**src/pkg/fws_pkg.sv**
```systemverilog
// Package for the flash write-status host controller.
// Assumes a 20 MHz mclk_i and an asynchronous-read NOR flash on the pins.
package fws_pkg;
  // APB register byte offsets
  localparam logic [7:0] REG_CTRL = 8'h00;
  localparam logic [7:0] REG_ADDR = 8'h04;
  localparam logic [7:0] REG_DATA = 8'h08;
  localparam logic [7:0] REG_STAT = 8'h0C;
  localparam logic [7:0] REG_RDAT = 8'h10;
  // Control bits
  localparam int CTRL_GO = 0;
  localparam int CTRL_MODE = 1;
  localparam int CTRL_ABORT = 2;
  // Status bits
  localparam int ST_BUSY = 0;
  localparam int ST_DONE = 1;
  localparam int ST_FAIL = 2;
  localparam int ST_RDY = 3;
  localparam int ST_SUSP = 4;
  // Data bit positions of the status byte
  localparam int POLL_BIT = 7;
  localparam int TOG1_BIT = 6;
  localparam int TMO_BIT = 5;
  localparam int TOG2_BIT = 2;
  // Timing: one flash read cycle in ns, rounded up to clocks
  localparam int CLK_NS = 50;
  localparam int RD_NS = 100;
  localparam int RD_CYC = (RD_NS + CLK_NS - 1) / CLK_NS;
  // Reset command written after a failed operation
  localparam logic [7:0] CMD_RESET = 8'hF0;
  localparam logic [31:0] RST_VAL = 32'h0000_0000;
  typedef enum logic [3:0] {
    FWS_IDLE = 4'b0000,
    FWS_RD1 = 4'b0001,
    FWS_RD2 = 4'b0010,
    FWS_CHK = 4'b0011,
    FWS_RD3 = 4'b0100,
    FWS_CHK2 = 4'b0101,
    FWS_RST = 4'b0110,
    FWS_ARR = 4'b0111,
    FWS_END = 4'b1000
  } fws_state_t;
endpackage

```
**src/pkg/fws_rd_if.sv**
```systemverilog
// Interface between the status engine and the flash read-cycle driver.
// Assumes a single clock domain.
`timescale 1ns/10ps
`default_nettype none
interface fws_rd_if;
  logic req;
  logic wr;
  logic [19:0] addr;
  logic [7:0] wdata;
  logic done;
  logic [7:0] rdata;
  modport master (output req, wr, addr, wdata, input done, rdata);
  modport slave (input req, wr, addr, wdata, output done, rdata);
endinterface
`default_nettype wire

```
**src/rtl/fws_cycle.sv**
```systemverilog
// Flash bus cycle driver: one asynchronous read or write per request.
// Assumes flash pins are synchronous to mclk_i and a fixed cycle length.
`timescale 1ns/10ps
`default_nettype none
module fws_cycle import fws_pkg::*; (
  // Clock and reset
  input wire logic mclk_i,
  input wire logic rstn_i,
  // Engine side
  fws_rd_if.slave rd,
  // Flash pins
  output logic ce_n_o,
  output logic oe_n_o,
  output logic we_n_o,
  output logic [19:0] fa_o,
  output logic [7:0] fd_o,
  output logic fd_oe_o,
  input wire logic [7:0] fd_i
);
  typedef struct packed {
    logic act;
    logic [3:0] cnt;
    logic ce_n, oe_n, we_n, fd_oe, done;
    logic [19:0] a;
    logic [7:0] d, rd;
  } fws_cyc_t;
  fws_cyc_t s, next_s;
  // Each cycle toggles chip select, so every read counts as a new read cycle
  always_comb begin
    next_s = s;
    next_s.done = 1'b0;
    if (!s.act && rd.req && !s.done) begin
      next_s.act = 1'b1;
      next_s.cnt = 4'(RD_CYC);
      next_s.a = rd.addr;
      next_s.d = rd.wdata;
      next_s.ce_n = 1'b0;
      next_s.oe_n = rd.wr;
      next_s.we_n = !rd.wr;
      next_s.fd_oe = rd.wr;
    end else if (s.act) begin
      if (s.cnt == 4'd0) begin
        next_s.act = 1'b0;
        next_s.done = 1'b1;
        next_s.rd = fd_i;
        next_s.ce_n = 1'b1;
        next_s.oe_n = 1'b1;
        next_s.we_n = 1'b1;
        next_s.fd_oe = 1'b0;
      end else begin
        next_s.cnt = s.cnt - 4'd1;
      end
    end
  end
  // State register
  always_ff @(posedge mclk_i) begin
    if (!rstn_i) begin
      s <= '0;
      s.ce_n <= 1'b1;
      s.oe_n <= 1'b1;
      s.we_n <= 1'b1;
    end else begin
      s <= next_s;
    end
  end
  assign rd.done = s.done;
  assign rd.rdata = s.rd;
  assign ce_n_o = s.ce_n;
  assign oe_n_o = s.oe_n;
  assign we_n_o = s.we_n;
  assign fa_o = s.a;
  assign fd_o = s.d;
  assign fd_oe_o = s.fd_oe;
endmodule
`default_nettype wire

```
**src/rtl/fws_host.sv**
```systemverilog
// Host controller that monitors a flash program or erase to completion.
// Assumes software has already issued the command sequence to the flash.
// How it works
// - Host polls at an address software gives, never inside a protected sector.
// - After status looks done, host reads one more cycle for full data.
// - Read full byte twice; unchanged toggle bit means operation complete.
// - If toggling and timeout flag high, recheck; still toggling is failure, send reset.
// - After an abort, the next start begins again from the first double read.
// - Status address is the programmed address or an address in an erasing sector.
// - Polling is rechecked after timeout flag before declaring failure.
// - Status address must lie in the busy bank; software supplies it.
//
// Our own choices: the register addresses and the APB slave port.
`timescale 1ns/10ps
`default_nettype none
module fws_host import fws_pkg::*; (
  // Clock and reset
  input wire logic mclk_i,
  input wire logic rstn_i,
  // APB slave
  input wire logic psel_i,
  input wire logic penable_i,
  input wire logic pwrite_i,
  input wire logic [7:0] paddr_i,
  input wire logic [31:0] pwdata_i,
  output logic [31:0] prdata_o,
  output logic pready_o,
  output logic pslverr_o,
  // Flash pins
  output logic ce_n_o,
  output logic oe_n_o,
  output logic we_n_o,
  output logic [19:0] fa_o,
  output logic [7:0] fd_o,
  output logic fd_oe_o,
  input wire logic [7:0] fd_i,
  input wire logic ready_busy_out_i
);
  typedef struct packed {
    fws_state_t st;
    logic mode;
    logic [19:0] addr;
    logic [7:0] exp;
    logic [7:0] first, last, arr;
    logic busy, done, fail, rdy, susp;
    logic req, wr;
    logic [7:0] wdata;
    logic [31:0] prdata;
    logic pready, pslverr;
  } fws_host_t;
  fws_host_t s, next_s;
  fws_rd_if rd ();
  logic [7:0] b;
  logic tog_moved, poll_done;
  logic abort_wr;
  // Cycle driver
  fws_cycle u_cyc (
    .mclk_i(mclk_i),
    .rstn_i(rstn_i),
    .rd(rd),
    .ce_n_o(ce_n_o),
    .oe_n_o(oe_n_o),
    .we_n_o(we_n_o),
    .fa_o(fa_o),
    .fd_o(fd_o),
    .fd_oe_o(fd_oe_o),
    .fd_i(fd_i)
  );
  assign rd.req = s.req;
  assign rd.wr = s.wr;
  assign rd.addr = s.addr;
  assign rd.wdata = s.wdata;
  assign b = rd.rdata;
  // Completion tests for the two methods
  assign tog_moved = b[TOG1_BIT] != s.first[TOG1_BIT];
  assign poll_done = s.mode ? (b[POLL_BIT] == 1'b1)
                            : (b[POLL_BIT] == s.exp[POLL_BIT]);
  // Abort write, applied after the sequence so a finishing cycle cannot undo it
  assign abort_wr = psel_i && penable_i && !s.pready && pwrite_i
                    && (paddr_i == REG_CTRL) && pwdata_i[CTRL_ABORT];
  // Register access and monitoring sequence
  always_comb begin
    next_s = s;
    next_s.pready = 1'b0;
    next_s.pslverr = 1'b0;
    next_s.rdy = ready_busy_out_i;
    // APB: answer one cycle into the access phase, after one wait state
    if (psel_i && penable_i && !s.pready) begin
      next_s.pready = 1'b1;
      next_s.prdata = RST_VAL;
      if (pwrite_i) begin
        case (paddr_i)
          REG_CTRL: begin
            if (pwdata_i[CTRL_ABORT]) begin
              next_s.st = FWS_IDLE;
              next_s.busy = 1'b0;
            end else if (pwdata_i[CTRL_GO] && s.st == FWS_IDLE) begin
              next_s.mode = pwdata_i[CTRL_MODE];
              next_s.st = FWS_RD1;
              next_s.busy = 1'b1;
              next_s.done = 1'b0;
              next_s.fail = 1'b0;
              next_s.susp = 1'b0;
            end
          end
          REG_ADDR: next_s.addr = pwdata_i[19:0];
          REG_DATA: next_s.exp = pwdata_i[7:0];
          default: next_s.pslverr = 1'b1;
        endcase
      end else begin
        case (paddr_i)
          REG_CTRL: next_s.prdata = {30'd0, s.mode, 1'b0};
          REG_ADDR: next_s.prdata = {12'd0, s.addr};
          REG_DATA: next_s.prdata = {24'd0, s.exp};
          REG_STAT: next_s.prdata = {24'd0, s.last[TOG2_BIT], 2'd0,
                                     s.susp, s.rdy, s.fail, s.done, s.busy};
          REG_RDAT: next_s.prdata = {24'd0, s.arr};
          default: next_s.pslverr = 1'b1;
        endcase
      end
    end
    // Flash request handshake: drop request once a cycle completes
    if (rd.done) begin
      next_s.req = 1'b0;
    end
    case (s.st)
      FWS_IDLE: next_s.req = 1'b0;
      FWS_RD1: begin
        next_s.wr = 1'b0;
        if (rd.done) begin
          next_s.first = b;
          next_s.st = FWS_RD2;
        end else next_s.req = 1'b1;
      end
      FWS_RD2: begin
        if (rd.done) begin
          next_s.last = b;
          next_s.st = FWS_CHK;
          if (!tog_moved && poll_done) begin
            next_s.st = FWS_ARR;
            next_s.susp = ready_busy_out_i && s.mode;
          end else if (b[TMO_BIT]) begin
            next_s.first = b;
            next_s.st = FWS_RD3;
          end else begin
            next_s.first = b;
            next_s.st = FWS_RD2;
          end
        end else next_s.req = 1'b1;
      end
      FWS_RD3: begin
        if (rd.done) begin
          next_s.last = b;
          if (!tog_moved && poll_done) next_s.st = FWS_ARR;
          else next_s.st = FWS_RST;
        end else next_s.req = 1'b1;
      end
      FWS_RST: begin
        next_s.wr = 1'b1;
        next_s.wdata = CMD_RESET;
        if (rd.done) begin
          next_s.wr = 1'b0;
          next_s.fail = 1'b1;
          next_s.busy = 1'b0;
          next_s.st = FWS_IDLE;
        end else next_s.req = 1'b1;
      end
      FWS_ARR: begin
        next_s.wr = 1'b0;
        if (rd.done) begin
          next_s.arr = b;
          next_s.done = 1'b1;
          next_s.busy = 1'b0;
          next_s.st = FWS_IDLE;
        end else next_s.req = 1'b1;
      end
      default: next_s.st = FWS_IDLE;
    endcase
    // Abort wins over the state, busy, request and write the sequence sets in the same cycle
    if (abort_wr) begin
      next_s.st = FWS_IDLE;
      next_s.busy = 1'b0;
      next_s.req = 1'b0;
      next_s.wr = 1'b0;
    end
  end
  // State register
  always_ff @(posedge mclk_i) begin
    if (!rstn_i) begin
      s <= '0;
      s.st <= FWS_IDLE;
    end else begin
      s <= next_s;
    end
  end
  assign prdata_o = s.prdata;
  assign pready_o = s.pready;
  assign pslverr_o = s.pslverr;
endmodule
`default_nettype wire

```
**config.mk**
```make
export PLATFORM = sky130hd
export DESIGN_NAME = fws_host
export DESIGN_NICKNAME = d
export VERILOG_FILES = /design/src/pkg/fws_pkg.sv /design/src/pkg/fws_rd_if.sv /design/src/rtl/fws_cycle.sv /design/src/rtl/fws_host.sv
export SDC_FILE = /design/constraint.sdc
export NUM_CORES = 1
export LEC_CHECK = 0
export ABC_AREA = 1
export BUFFER_PORTS_ARGS = -buffer_cell sky130_fd_sc_hd__buf_2
export CELL_PAD_IN_SITES_DETAIL_PLACEMENT = 0
export CELL_PAD_IN_SITES_GLOBAL_PLACEMENT = 1
export CORE_ASPECT_RATIO = 0.9
export CORE_UTILIZATION = 34
export DETAILED_ROUTE_END_ITERATION = 12
export HOLD_SLACK_MARGIN = 0.1
export PLACE_DENSITY_LB_ADDON = 0.1
export SYNTH_ARGS = -nofsm -noshare
export SYNTH_HDL_FRONTEND = slang
export SYNTH_SLANG_ARGS = --single-unit
export TNS_END_PERCENT = 100
```
**constraint.sdc**
```tcl
create_clock -name mclk_i -period 1.3 [get_ports mclk_i]
set_input_delay 0.195 -clock mclk_i [delete_from_list [all_inputs] [get_ports mclk_i]]
set_output_delay 0.195 -clock mclk_i [all_outputs]
set_load 0.03 [all_outputs]
```
==> results.json <==
{
  "status": "finished with violations",
  "violations": "negative setup slack",
  "cts.sinks": 112,
  "tritoncts": "built",
  "antenna_cells": 0,
  "synth_edf_count": 0,
  "ir_worst_vdd_uv": 724,
  "drive_gt1_share_pct": 31.5,
  "grt_max_degree": 31,
  "avgSynthCellArea_um2": 7.49,
  "vias_per_cell": 4.59,
  "grt_overflow": 0,
  "io_pins": 120,
  "hold_class": "in -> reg",
  "crit_start": "u_cyc.s[42]$_SDFFE_PN0P_",
  "initial_core_util_pct": 35.1,
  "yosysTopAreaCell": "dfxtp_1",
  "die_area_um2": 15100,
  "first_pass_iters": 5,
  "synth_ff_type": "dfxtp_1",
  "fin_crit_ns": 1.32,
  "setup_viol": 10,
  "detail-route-antenna-nets": 0,
  "worst_setup_path_start_kind": "flip-flop",
  "fin_setup_tns_ns": -0.110,
  "drt_first_iter_violations": 251,
  "ys_ff_latch": 112,
  "hold_start": "pwdata_i[5]",
  "nets": 835,
  "r2r_start": "u_cyc.s[42]$_SDFFE_PN0P_",
  "power.density_nw_per_um2": 1020,
  "skew_ns": 0.0105,
  "rsz0062_at_grt": "true",
  "yosys-top-cells-area": "dfxtp_1, buf_4, nor2_1, nand2_1, o21ai_0",
  "syn2layout_area_growth_pct": 28.5,
  "synth_cells": 664,
  "grt_pass1_vias": 3972,
  "slew_violations": 0,
  "fmax_ghz": 0.758,
  "drcViolationCount": 0,
  "synth_area_um2": 4970,
  "grtUsageTotal_pct": 18.4,
  "layout_worst_path_cycle_share_pct": 101,
  "fp-row-count": 41,
  "hpwl_um": 9840,
  "vias": 4488,
  "path_max_fanout": 5,
  "async_reset_ff_share_pct": 0,
  "routed_wl_um": 13500,
  "coreArea_um2": 14200,
  "dieHeight_um": 117,
  "yosys.cell_types.count": 37,
  "whs_ns": 0.111,
  "maxCapViolations": 0,
  "clkLatencyLatePin_ns": 0.36,
  "required_ns": 1.55,
  "cts_max_path_buffers": 2,
  "critical_path_arrival_ns": 1.57,
  "die_x_um": 129,
  "antenna_found_initial": 0,
  "h-tree-depth": 3,
  "port_buffers": 91,
  "final_area_um2": 6390,
  "crit_type": "reg -> reg",
  "ys_seq_area_share_pct": 45.1,
  "place_area_um2": 5550,
  "synth-warning-count": 0,
  "place_congestion": 0.813,
  "clkTransAtPathRegs_ns": 0.08,
  "wire_per_inst_um": 13.8,
  "endpoint_kind": "flip-flop",
  "numCtsBuffers": 9,
  "yosys.area.top_type_share_pct": 45.1,
  "setup_slack_ns": -0.0193,
  "hold_violations": 0,
  "grt_pass1_wl_um": 20900,
  "p_leak_nw": 2.78,
  "root_buffer": "clkbuf_16"
}
-- metal layers --
metal  track usage, %  routed length (um)  up-vias  part of all wire, %
met3             4.95                 716        5                  5.3
met4             4.19                  99        0                 0.74
met5                0                   0        -                    0
li1                 -                   -     2301                    -
met2             27.3                5680      117                   42
met1             26.5                6950     2065                   52
-- cells by family (layout without fill, tap and decap cells) --
| group | Yosys count | count (layout) | share of synthesized area [%] |
|---|---|---|---|
| adders and majority gates | 1 | 1 | 0.252 |
| buffers and inverters | 136 | 241 | 15.6 |
| xor gates and xnor gates | 2 | 2 | 0.352 |
| other | 1 | 17 | 0.0754 |
| and+or+nand+nor | 282 | 282 | 24.0 |
| AOI/OAI and AO/OA | 130 | 130 | 14.6 |
| DFF | 112 | 112 | 45.1 |
-- power breakdown --
part           total (mW)  leakage [nW]  switching [mW]  internal (mW)
clock                2.66         0.133            1.33           1.33
sequential           3.43         0.906         0.00377           3.43
combinational       0.432          1.74           0.267          0.164
-- through the flow --
stage	power (mW)	instances	setup slack, ns	util (%)
floorplan	3.75	680	-0.0524	-
finish	6.52	978	-0.0193	45.1
global placement	3.87	927	-0.189	39.2
global route	6.78	978	-0.102	45.1
detailed placement	3.87	927	-0.235	39.2
CTS	6.59	977	-0.125	43.9
-- cells in the mapped netlist, types with 2 or more instances --
master / number
nor2_1: 113
dfxtp_1: 112
nand2_1: 102
buf_4: 61
o21ai_0: 58
a21oi_1: 46
nand3_1: 45
inv_1: 37
clkbuf_1: 11
inv_2: 11
buf_2: 10
nor2_2: 6
a22o_1: 5
nand4_1: 4
o211ai_1: 4
a21oi_2: 3
buf_6: 3
nand2_2: 3
nor2_4: 3
nor3_1: 3
o21ai_1: 3
o21ai_2: 3
a211oi_1: 2
clkinv_1: 2
nand2_4: 2
-- registers in the layout (all words and copies together) (netlist names), 5 cells and up --
register	flops
s	28
rd.addr	20
prdata_o	20
u_cyc.fa_o	20
u_cyc.s	5
u_cyc.rd.rdata	8
-- worst max-delay path, stage by stage, from the launching register on --
cell and delay, ns:
dfxtp_1 0.33, inv_2 0.05, ha_4 0.16, nand3_4 0.07
nor2_4 0.04, buf_4 0.12, nand2_1 0.06, inv_2 0.06
buf_6 0.13, a22o_1 0.19
-- path summary, 6_finish.rpt --
kind	end	slack, ns	cells after the start
setup / recovery	u_cyc.rd.rdata[3]$_SDFFE_PN0P_	-0.02	9
hold / removal	s[78]$_SDFFE_PN0P_	0.11	3
setup reg to reg	u_cyc.rd.rdata[3]$_SDFFE_PN0P_	-0.02	9
hold reg to reg	u_cyc.ce_n_o$_SDFFE_PN1P_	0.46	2
-- final cells by class --
| cell class | instances | area (um^2) |
|---|---|---|
| Fill cell | 1478 | 7770 |
| Sequential cell | 112 | 2250 |
| Multi-Input combinational cell | 432 | 2200 |
| Timing Repair Buffer | 175 | 1220 |
| Tap cell | 193 | 241 |
| Clock buffer | 11 | 233 |
| Inverter | 50 | 199 |
| Clock inverter | 5 | 40.0 |
-- placed cells by master, fill, tap and decap left out, types with 3 or more instances in the layout --
cell type and instances:
a22o_1 5, nor2_2 7, nand2_1 94, buf_4 46, clkbuf_16 9, a21oi_1 43, nor3_1 3, inv_1 26
dfxtp_2 4, o21ai_1 20, nand3_1 39, nand2_4 4, nand2_2 9, o211ai_1 4, nand3_2 4, dlygate4sd3_1 23
conb_1 17, dfxtp_1 106, nor2_4 11, nand4_1 4, o21ai_0 38, o21ai_2 6, nor2_1 104, inv_2 20
buf_2 91, buf_6 13, a21oi_2 5, nand3_4 3
-- timing repair --
item,4_1_cts,5_1_grt
gates resized for setup,28,70
endpoints found under the hold margin,23,0
endpoints found under the setup margin,25,82
setup buffers,10,2
gates cloned,1,1
hold buffers,23,0
pin swaps,16,18
(Power assumes the default switching activity.)
